[config.mk]
export PLATFORM = sky130hd
export DESIGN_NAME = sbpm_top
export DESIGN_NICKNAME = d
export VERILOG_FILES = /design/src/hw/sbpm_pkg.sv /design/src/hw/sbpm_rom.sv /design/src/hw/sbpm_top.sv
export SDC_FILE = /design/constraint.sdc
export NUM_CORES = 1
export LEC_CHECK = 0
export BUFFER_PORTS_ARGS = -buffer_cell sky130_fd_sc_hd__buf_2
export CAP_MARGIN = 0
export CORE_MARGIN = 2
export CORE_UTILIZATION = 45
export CTS_CLUSTER_DIAMETER = 200
export DETAILED_ROUTE_END_ITERATION = 16
export HOLD_SLACK_MARGIN = 0.03
export PLACE_DENSITY = 0.69
export SETUP_SLACK_MARGIN = 0.2
export SYNTH_ARGS = -nofsm -noshare
export SYNTH_HDL_FRONTEND = slang
export SYNTH_SLANG_ARGS = --single-unit
[constraint.sdc]
create_clock -name clock -period 3.9 [get_ports clock]
set_input_delay 0.78 -clock clock [delete_from_list [all_inputs] [get_ports clock]]
set_output_delay 0.78 -clock clock [all_outputs]
set_load 0.01 [all_outputs]
[src/hw/sbpm_pkg.sv]
// Purpose: Constants for the protection bit map table block.
// Assumes: Classic Wishbone slave, 32-bit data, word index addressing.
// Notes:   Byte address of a register is four times its index.
// What this block does
// - Index 257H returns FCH, section 3 end.
// - Index 258H returns 03H, section 4 type.
// - Index 259H returns 00H, one 32K block.
// - Index 25AH returns FEH, section 4 start.
// - Index 25BH returns FEH, section 4 end.
// - Index 25CH returns 02H, section 5 type.
// - Index 25DH returns 02H, section 5 count.
// - Index 25EH returns 07H, section 5 start.
// - Index 25FH returns 0EH, section 5 end.
// - Section word: type, count, start, end bytes.
// - Sector type codes are 01H through 04H.
// - Uniform 4K sectors get no section entry.
package sbpm_pkg;

	// ------------------------------------------------------------
	// Table indices and contents
	// ------------------------------------------------------------
	localparam logic [9:0] IDX_S3_END   = 10'h257;
	localparam logic [9:0] IDX_S4_TYPE  = 10'h258;
	localparam logic [9:0] IDX_S4_COUNT = 10'h259;
	localparam logic [9:0] IDX_S4_START = 10'h25A;
	localparam logic [9:0] IDX_S4_END   = 10'h25B;
	localparam logic [9:0] IDX_S5_TYPE  = 10'h25C;
	localparam logic [9:0] IDX_S5_COUNT = 10'h25D;
	localparam logic [9:0] IDX_S5_START = 10'h25E;
	localparam logic [9:0] IDX_S5_END   = 10'h25F;
	localparam logic [9:0] TBL_BASE     = 10'h257;
	localparam int         TBL_LEN      = 9;

	localparam logic [7:0] VAL_S3_END   = 8'hFC;
	localparam logic [7:0] VAL_S4_TYPE  = 8'h03;
	localparam logic [7:0] VAL_S4_COUNT = 8'h00;
	localparam logic [7:0] VAL_S4_START = 8'hFE;
	localparam logic [7:0] VAL_S4_END   = 8'hFE;
	localparam logic [7:0] VAL_S5_TYPE  = 8'h02;
	localparam logic [7:0] VAL_S5_COUNT = 8'h02;
	localparam logic [7:0] VAL_S5_START = 8'h07;
	localparam logic [7:0] VAL_S5_END   = 8'h0E;

	// ------------------------------------------------------------
	// Extra registers, sector codes, density
	// ------------------------------------------------------------
	localparam logic [9:0] IDX_S4_WORD  = 10'h260;
	localparam logic [9:0] IDX_S5_WORD  = 10'h261;
	localparam logic [9:0] IDX_CTRL     = 10'h262;
	localparam logic [9:0] IDX_DEC3     = 10'h263;
	localparam logic [9:0] IDX_DEC4     = 10'h264;
	localparam logic [9:0] IDX_DEC5     = 10'h265;
	localparam logic [9:0] IDX_STATUS   = 10'h266;

	localparam logic [7:0] SECT_TYPE_MIN = 8'h01;
	localparam logic [7:0] SECT_TYPE_MAX = 8'h04;
	localparam logic [3:0] M_RST         = 4'h7;
	localparam logic [3:0] M_MIN         = 4'h4;
	localparam logic [3:0] M_MAX         = 4'h8;
	localparam logic [8:0] QUERY_RST     = 9'h000;
	localparam logic [7:0] REFUSED_RST   = 8'h00;
	localparam logic [7:0] REFUSED_MAX   = 8'hFF;

endpackage

[src/hw/sbpm_rom.sv]
// Purpose: Constant byte table with registered read data.
// Assumes: Address stable in the cycle before data is used.
// Notes:   No write port exists, so contents cannot change.
`timescale 1ns/1ps
module sbpm_rom
	import sbpm_pkg::*;
#(
	parameter int W     = 8,
	parameter int DEPTH = TBL_LEN,
	parameter int AW    = 4
) (
	input  wire logic          clock,
	input  wire logic [AW-1:0] addr,
	output logic      [W-1:0]  rdata_r
);

	// ------------------------------------------------------------
	// Contents
	// ------------------------------------------------------------
	function automatic logic [7:0] entry(input logic [AW-1:0] a);
		logic [7:0] v;
		v = 8'h00;
		if (int'(a) < DEPTH) begin
			unique case (int'(a))
				0: v = VAL_S3_END;
				1: v = VAL_S4_TYPE;
				2: v = VAL_S4_COUNT;
				3: v = VAL_S4_START;
				4: v = VAL_S4_END;
				5: v = VAL_S5_TYPE;
				6: v = VAL_S5_COUNT;
				7: v = VAL_S5_START;
				8: v = VAL_S5_END;
				default: v = 8'h00;
			endcase
		end
		return v;
	endfunction

	// Read data registered; no write path at all
	always_ff @(posedge clock) begin
		rdata_r <= W'(entry(addr));
	end

endmodule

[src/hw/sbpm_top.sv]
// Purpose: Wishbone slave exposing the protection bit map table.
// Assumes: Classic single cycle master holding requests until ack.
// Notes:   Every access is acked one edge after it is taken.
`timescale 1ns/1ps
module sbpm_top
	import sbpm_pkg::*;
(
	input  wire logic        clock,
	input  wire logic        rst,
	input  wire logic        wb_cyc_i,
	input  wire logic        wb_stb_i,
	input  wire logic        wb_we_i,
	input  wire logic [11:0] wb_adr_i,
	input  wire logic [3:0]  wb_sel_i,
	input  wire logic [31:0] wb_dat_i,
	output logic      [31:0] wb_dat_o,
	output logic             wb_ack_o
);

	// ------------------------------------------------------------
	// Decode helpers
	// ------------------------------------------------------------
	// Location of a start/end byte for density m
	function automatic logic [9:0] loc(input logic [7:0] c,
		input logic [3:0] m);
		logic [9:0] base;
		base = (10'h001 << m) + 10'h001;
		if (c == 8'h00)
			return 10'h000;
		return base + {{2{c[7]}}, c};
	endfunction

	// Sector count field to number of blocks
	function automatic logic [9:0] cnt(input logic [7:0] n);
		return (n < 8'h09) ? (10'h001 << n[3:0]) : 10'h000;
	endfunction

	// Whether a code names a listed sector type
	function automatic logic type_ok(input logic [7:0] t);
		return (t >= SECT_TYPE_MIN) && (t <= SECT_TYPE_MAX);
	endfunction

	// ------------------------------------------------------------
	// Bus front end
	// ------------------------------------------------------------
	logic [9:0]  idx;
	logic        req;
	logic        busy_r;
	logic        we_r;
	logic [9:0]  idx_r;
	logic [3:0]  sel_r;
	logic [31:0] dat_r;
	logic [7:0]  rom_q;
	logic        tbl_hit;
	logic [3:0]  rom_addr;

	assign idx      = wb_adr_i[11:2];
	// Guard on ack stops a held request being taken twice
	assign req      = wb_cyc_i & wb_stb_i & ~busy_r & ~wb_ack_o;
	assign tbl_hit  = (idx >= TBL_BASE) &&
		(idx < TBL_BASE + 10'(TBL_LEN));
	assign rom_addr = tbl_hit ? 4'(idx - TBL_BASE) : 4'hF;

	// Byte table, read on the same edge the request is taken
	sbpm_rom #(
		.W     (8),
		.DEPTH (TBL_LEN),
		.AW    (4)
	) u_rom (
		.clock   (clock),
		.addr    (rom_addr),
		.rdata_r (rom_q)
	);

	// Capture the request
	always_ff @(posedge clock) begin
		if (rst) begin
			busy_r <= 1'b0;
			we_r   <= 1'b0;
			idx_r  <= 10'h000;
			sel_r  <= 4'h0;
			dat_r  <= 32'h0000_0000;
		end else if (req) begin
			busy_r <= 1'b1;
			we_r   <= wb_we_i;
			idx_r  <= idx;
			sel_r  <= wb_sel_i;
			dat_r  <= wb_dat_i;
		end else begin
			busy_r <= 1'b0;
		end
	end

	// ------------------------------------------------------------
	// Control: density and lock query
	// ------------------------------------------------------------
	logic       wr_now;
	logic [3:0] m_r;
	logic [8:0] query_r;
	logic [3:0] m_nxt;

	assign wr_now = busy_r & we_r;
	assign m_nxt  = dat_r[3:0];

	// Density written only when inside the supported span
	always_ff @(posedge clock) begin
		if (rst) begin
			m_r     <= M_RST;
			query_r <= QUERY_RST;
		end else if (wr_now && idx_r == IDX_CTRL) begin
			if (sel_r[0] && m_nxt >= M_MIN && m_nxt <= M_MAX)
				m_r <= m_nxt;
			if (sel_r[2])
				query_r[7:0] <= dat_r[23:16];
			if (sel_r[3])
				query_r[8] <= dat_r[24];
		end
	end

	// Writes anywhere else are refused and counted
	logic [7:0] refused_r;
	always_ff @(posedge clock) begin
		if (rst)
			refused_r <= REFUSED_RST;
		else if (wr_now && idx_r != IDX_CTRL &&
			refused_r != REFUSED_MAX)
			refused_r <= refused_r + 8'h01;
	end

	// ------------------------------------------------------------
	// Decoded locations, recomputed for the current density
	// ------------------------------------------------------------
	logic [9:0] s3_end_r;
	logic [9:0] s4_start_r;
	logic [9:0] s4_end_r;
	logic [9:0] s5_start_r;
	logic [9:0] s5_end_r;
	logic [9:0] blk64_r;
	logic       span_ok_r;
	logic [2:0] qres_r;
	logic [9:0] span4;
	logic [9:0] span5;

	// Locations per section; each section a separate unit
	always_ff @(posedge clock) begin
		if (rst) begin
			s3_end_r   <= 10'h000;
			s4_start_r <= 10'h000;
			s4_end_r   <= 10'h000;
			s5_start_r <= 10'h000;
			s5_end_r   <= 10'h000;
			blk64_r    <= 10'h000;
		end else begin
			s3_end_r   <= loc(VAL_S3_END, m_r);
			s4_start_r <= loc(VAL_S4_START, m_r);
			s4_end_r   <= loc(VAL_S4_END, m_r);
			s5_start_r <= loc(VAL_S5_START, m_r);
			s5_end_r   <= loc(VAL_S5_END, m_r);
			blk64_r    <= (10'h001 << m_r) - 10'h002;
		end
	end

	// One location per step; section 4 span must match its count
	assign span4 = s4_end_r - s4_start_r + 10'h001;
	assign span5 = s5_end_r - s5_start_r + 10'h001;

	always_ff @(posedge clock) begin
		if (rst)
			span_ok_r <= 1'b0;
		else
			span_ok_r <= (span4 == cnt(VAL_S4_COUNT)) &&
				type_ok(VAL_S4_TYPE) && type_ok(VAL_S5_TYPE);
	end

	// Parameter block lock kind of the queried location
	always_ff @(posedge clock) begin
		if (rst) begin
			qres_r <= 3'b000;
		end else begin
			qres_r[0] <= ({1'b0, query_r} >= s5_start_r) &&
				({1'b0, query_r} <= s5_end_r);
			qres_r[1] <= ~query_r[0];
			qres_r[2] <= query_r[0];
		end
	end

	// ------------------------------------------------------------
	// Read mux and answer
	// ------------------------------------------------------------
	logic [31:0] rd_nxt;
	logic [31:0] s4_word;
	logic [31:0] s5_word;

	// Type low, count, start, end high
	assign s4_word = {VAL_S4_END, VAL_S4_START, VAL_S4_COUNT,
		VAL_S4_TYPE};
	assign s5_word = {VAL_S5_END, VAL_S5_START, VAL_S5_COUNT,
		VAL_S5_TYPE};

	// Unmapped indices read zero; no 4K section entry
	always_comb begin
		rd_nxt = 32'h0000_0000;
		if (idx_r >= TBL_BASE && idx_r < TBL_BASE + 10'(TBL_LEN))
			rd_nxt = {24'h00_0000, rom_q};
		else if (idx_r == IDX_S4_WORD)
			rd_nxt = s4_word;
		else if (idx_r == IDX_S5_WORD)
			rd_nxt = s5_word;
		else if (idx_r == IDX_CTRL)
			rd_nxt = {7'h00, query_r, 12'h000, m_r};
		else if (idx_r == IDX_DEC3)
			rd_nxt = {6'h00, blk64_r, 6'h00, s3_end_r};
		else if (idx_r == IDX_DEC4)
			rd_nxt = {6'h00, s4_end_r, 6'h00, s4_start_r};
		else if (idx_r == IDX_DEC5)
			rd_nxt = {6'h00, s5_end_r, 6'h00, s5_start_r};
		else if (idx_r == IDX_STATUS)
			rd_nxt = {12'h000, span5[7:0], qres_r, span_ok_r,
				refused_r};
	end

	// Ack lasts one cycle; data held until the next answer
	always_ff @(posedge clock) begin
		if (rst) begin
			wb_ack_o <= 1'b0;
			wb_dat_o <= 32'h0000_0000;
		end else begin
			wb_ack_o <= busy_r;
			if (busy_r)
				wb_dat_o <= we_r ? 32'h0000_0000 : rd_nxt;
		end
	end

endmodule

==> metrics.log <==
INFO  metric grt_use_met2 = 35.0%
INFO  metric postCtsSetupRepairBufs = 0
INFO  metric finalHoldViolations = 0
INFO  metric number_of_fillers_in_the_final_layout = about 1300
INFO  metric startpoint_type = flip-flop
INFO  metric peakVddDrop = about 0.31 mV
INFO  metric synthesis.instances = between 700 and 800
INFO  metric floorplan.initialDensity = 46.3%
INFO  metric rrSetupSlack = around 0.84 ns
INFO  metric power.share.clock = about half
INFO  metric insertion_delay_of_the_later_clocked_pin_in_the_worst_skew_pair = about 0.42 ns
INFO  metric routedWlPerCell = about 18 µm
INFO  metric clkTransAtPathRegs = approximately 0.050 ns
INFO  metric io-pin-count = 86
INFO  metric drt_iter0_markers = 527
INFO  metric yosys_warnings = 0
INFO  metric io_buffers = 63
INFO  metric cts_inserted_buffers = 17
INFO  metric clock_path_buffers = 2
INFO  metric level_count_of_the_clock_h_tree = 4
INFO  metric switching_power_share_of_the_total = between 20 and 25%
INFO  metric hold_path_class = reg -> reg
INFO  metric post-route-period-util = roughly four fifths
INFO  metric comb_power_share = 6.2%
INFO  metric die_height = 127 µm
INFO  metric asyncSetResetFlopFracSynth = 0%
INFO  metric critPathCaptureType = flip-flop
INFO  metric seq_power_share = 43.5%
INFO  metric synth_edf_count = 0
INFO  metric critical_path.reg2reg.startpoint = m_r[0]
INFO  metric worst_hold_startpoint = dat_r[24]
INFO  metric finalSetupTns = 0 ns
INFO  metric antenna-diode-count = 0
INFO  metric area_delta_synth_final = 15.1%
INFO  metric holdBufCountCts = 0
INFO  metric final_antenna_net_count = 0
INFO  metric finalClockSkew = 0.0106 ns
INFO  metric worstHoldPathCells = 2
INFO  metric min_delay_worst_endpoint = dat_r[24]
INFO  metric synth.ff_latch_count = between 100 and 150
INFO  metric syn-cell-area = 0.00675 mm²
INFO  metric leakagePower = between 3 and 4 nW
INFO  metric critPathArrivalTime = 3.42 ns
INFO  metric number_of_detailed_route_iterations_in_the_first_pass = 6
INFO  metric run_status = finished clean
INFO  metric grtUsageMet3 = under 10%
INFO  metric wl = 18200 µm
INFO  metric post-dp-hpwl = approximately 13000 µm
INFO  metric top_usage_layer = met2
INFO  metric reg2regPathDepth = 14
INFO  metric achievable-frequency = ~330 MHz
INFO  metric power.density_cell_area = ~400 mW/mm²
INFO  metric drv_slew = 0
INFO  metric fp.coreArea = around 0.015 mm²
INFO  metric grt_overflow = 0
INFO  metric vias_per_cell = approximately 5.7
INFO  metric vias = around 5900
INFO  metric first_global_vias = ~5600
INFO  metric worst_ep_required_time = ~4.3 ns
INFO  metric cts_tree = built
INFO  metric tritoncts_num_sinks = between 100 and 150
INFO  metric cts-resized-gates = 0
INFO  metric route.detailed.drc = 0
INFO  metric finalNetCount = approximately 940
INFO  metric timing_worst_slew_pin_value = 0.889 ns
INFO  metric globalplace.congestion = slightly above 0.9
INFO  metric grt_antenna_before_repair = 0
INFO  metric layout-drive-gt1-share = between 10% and 20%
INFO  metric cell_internal_pwr = around 2.5 mW
INFO  metric worst-path-max-fanout = 13
INFO  metric syn_nets = ~900
INFO  metric utilization = 53.3%
INFO  metric synth_top_flop_cell = sky130_fd_sc_hd__dfxtp_1
INFO  metric worstReg2RegEnd = s3_end_r[8]
INFO  metric final-setup-viol-count = 0
INFO  metric gr-usage-met1 = 30.3%
INFO  metric design.die.area = 0.0160 mm²
INFO  metric slew-limit-headroom = around 40%
INFO  metric yosys.cell_types.count = 82
INFO  metric avgSynthCellArea = roughly 8.5 µm²
INFO  metric grt_pass1_wl = 29300 µm
INFO  metric die-width = 127 µm
INFO  metric placement_rows = 44
INFO  metric grt.total_usage = 23.1%
INFO  metric grt_start_max_net_pins = 73
INFO  metric class_of_the_most_critical_setup_path = reg -> reg
INFO  metric setup_repair_after_global_routing_missed_its_margin = no
INFO  metric layout_min_cycle_time = just over 3 ns
INFO  metric switching_power = roughly 700 µW
INFO  metric max_cap_violations = 0
INFO  metric register_area_share_after_synthesis = 38.8%
INFO  metric clk_root_buffer_cell = sky130_fd_sc_hd__clkbuf_16
-- through the flow --
stage	power (mW)	worst slack, ns	hold WS (ns)	cell area, µm²	instances
2_1_floorplan	1.55	1.07	0.426	6750	796
3_3_place_gp	1.62	0.939	0.436	7180	1004
3_5_place_dp	1.62	0.890	0.443	7180	1004
4_1_cts	3.23	0.879	0.454	7770	1034
5_1_grt	3.31	0.510	0.474	7770	1034
6_report	3.21	0.836	0.452	7770	1034
-- worst max-delay path, cell delays in order (launching register included) --
cell and delay, ns:
sky130_fd_sc_hd__dfxtp_1 0.42, sky130_fd_sc_hd__buf_4 0.24, sky130_fd_sc_hd__nor2_2 0.16, sky130_fd_sc_hd__and2_1 0.17
sky130_fd_sc_hd__nand2_1 0.11, sky130_fd_sc_hd__inv_2 0.09, sky130_fd_sc_hd__ha_1 0.20, sky130_fd_sc_hd__or3b_1 0.35
sky130_fd_sc_hd__a211o_1 0.40, sky130_fd_sc_hd__ha_1 0.30, sky130_fd_sc_hd__nor4b_1 0.27, sky130_fd_sc_hd__a21oi_1 0.07
sky130_fd_sc_hd__nor2_1 0.10, sky130_fd_sc_hd__a31oi_1 0.04, sky130_fd_sc_hd__nor2_1 0.08
-- power by group through the flow --
stage	clock network, mW	registers (mW)	logic, mW
finish	1.61	1.40	0.198
global route	1.69	1.40	0.222
CTS	1.64	1.39	0.198
detailed placement	0	1.42	0.196
global placement	0	1.42	0.194
floorplan	0	1.41	0.145
-- cell usage in the layout, fill, tap and decap left out, types with 6 or more instances in the layout --
master	netlist	final
sky130_fd_sc_hd__a211oi_1	7	7
sky130_fd_sc_hd__a21oi_1	66	66
sky130_fd_sc_hd__a22o_1	6	6
sky130_fd_sc_hd__a22oi_1	12	12
sky130_fd_sc_hd__a31oi_1	12	12
sky130_fd_sc_hd__buf_2	10	62
sky130_fd_sc_hd__buf_4	5	13
sky130_fd_sc_hd__clkbuf_16	0	17
sky130_fd_sc_hd__dfxtp_1	131	131
sky130_fd_sc_hd__ha_1	46	46
sky130_fd_sc_hd__inv_1	36	36
sky130_fd_sc_hd__mux2i_1	23	23
sky130_fd_sc_hd__nand2_1	87	87
sky130_fd_sc_hd__nand2b_1	15	15
sky130_fd_sc_hd__nand3_1	12	12
sky130_fd_sc_hd__nand4_1	6	6
sky130_fd_sc_hd__nor2_1	94	94
sky130_fd_sc_hd__nor2b_1	21	21
sky130_fd_sc_hd__nor3_1	10	10
sky130_fd_sc_hd__o21ai_0	21	21
sky130_fd_sc_hd__o21ai_1	10	10
sky130_fd_sc_hd__o22ai_1	7	7
sky130_fd_sc_hd__xnor2_1	17	17
-- state kept, by name (all words and copies together) (netlist names), 9 cells and up --
signal      cells
query_r         9
blk64_r         9
s3_end_r       10
idx_r          10
s4_end_r        9
s5_start_r     10
dat_r          13
wb_dat_o       28
-- synth_stat cells (3+ instances only) --
cell type	n	area share, %
sky130_fd_sc_hd__a22o_1	6	0.78
sky130_fd_sc_hd__nand2b_1	15	1.4
sky130_fd_sc_hd__ha_1	46	8.5
sky130_fd_sc_hd__o21ai_1	10	0.74
sky130_fd_sc_hd__buf_4	5	0.56
sky130_fd_sc_hd__and2_1	4	0.37
sky130_fd_sc_hd__clkbuf_1	29	1.6
sky130_fd_sc_hd__o22ai_1	7	0.65
sky130_fd_sc_hd__a21oi_1	66	4.9
sky130_fd_sc_hd__and3_1	3	0.28
sky130_fd_sc_hd__o31ai_1	4	0.44
sky130_fd_sc_hd__nand2_1	87	4.8
sky130_fd_sc_hd__a32oi_1	3	0.39
sky130_fd_sc_hd__nand4_1	6	0.56
sky130_fd_sc_hd__a211oi_1	7	0.78
sky130_fd_sc_hd__inv_2	3	0.17
sky130_fd_sc_hd__xor2_1	3	0.39
sky130_fd_sc_hd__nor4_1	4	0.37
sky130_fd_sc_hd__inv_1	36	2.0
sky130_fd_sc_hd__dfxtp_1	131	39
sky130_fd_sc_hd__xnor2_1	17	2.2
sky130_fd_sc_hd__o22a_1	3	0.39
sky130_fd_sc_hd__o21a_1	4	0.44
sky130_fd_sc_hd__nor2b_1	21	1.9
sky130_fd_sc_hd__a21o_1	4	0.44
sky130_fd_sc_hd__nor3b_1	3	0.33
sky130_fd_sc_hd__nor3_1	10	0.74
sky130_fd_sc_hd__mux2_2	3	0.50
sky130_fd_sc_hd__nand3_1	12	0.89
sky130_fd_sc_hd__mux2i_1	23	3.4
sky130_fd_sc_hd__a22oi_1	12	1.3
sky130_fd_sc_hd__buf_2	10	0.74
sky130_fd_sc_hd__nand3_2	3	0.44
sky130_fd_sc_hd__a211o_1	3	0.39
sky130_fd_sc_hd__nor2_1	94	5.2
sky130_fd_sc_hd__o211ai_1	4	0.44
sky130_fd_sc_hd__o21ai_0	21	1.6
sky130_fd_sc_hd__nand4bb_1	4	0.67
sky130_fd_sc_hd__buf_1	6	0.33
sky130_fd_sc_hd__a31oi_1	12	1.1
-- metal layers --
metal  share of wire (%)  up-vias  wire length [µm]
met5                   0        -                 0
met3                 6.8       48              1240
met1                  44     2781              8080
met4                 4.5        0               810
li1                    -     2874                 -
met2                  44      198              8030
-- worst max path at each step --
stage	slack, ns	end	from	cells after the start
6_report	0.84	s3_end_r[8]	m_r[0]	14
5_1_grt	0.51	s3_end_r[8]	m_r[0]	14
4_1_cts	0.88	s3_end_r[8]	m_r[0]	14
3_5_place_dp	0.89	s3_end_r[8]	m_r[0]	14
3_3_place_gp	0.94	s3_end_r[8]	m_r[0]	14
2_1_floorplan	1.07	s3_end_r[8]	m_r[2]	14
-- cell families after synthesis --
| kind of cell | count (synthesis) | synth area share [%] |
|---|---|---|
| fa+ha+maj | 47 | 8.82 |
| compound gates | 192 | 18.7 |
| flops | 131 | 38.8 |
| mux | 26 | 3.91 |
| buf+inv | 91 | 5.63 |
| xor+xnor | 21 | 2.84 |
| simple gates | 288 | 21.3 |
-- area by class of cell --
cell class,count,area (µm²),share of cell area [%]
Multi-Input combinational cell,574,3760,48.4
Sequential cell,131,2620,33.7
Clock buffer,21,470,6.05
Timing Repair Buffer,75,408,5.25
Tap cell,184,230,2.96
Inverter,40,150,1.93
Clock inverter,9,129,1.66
Power figures use the tool's default switching activity.
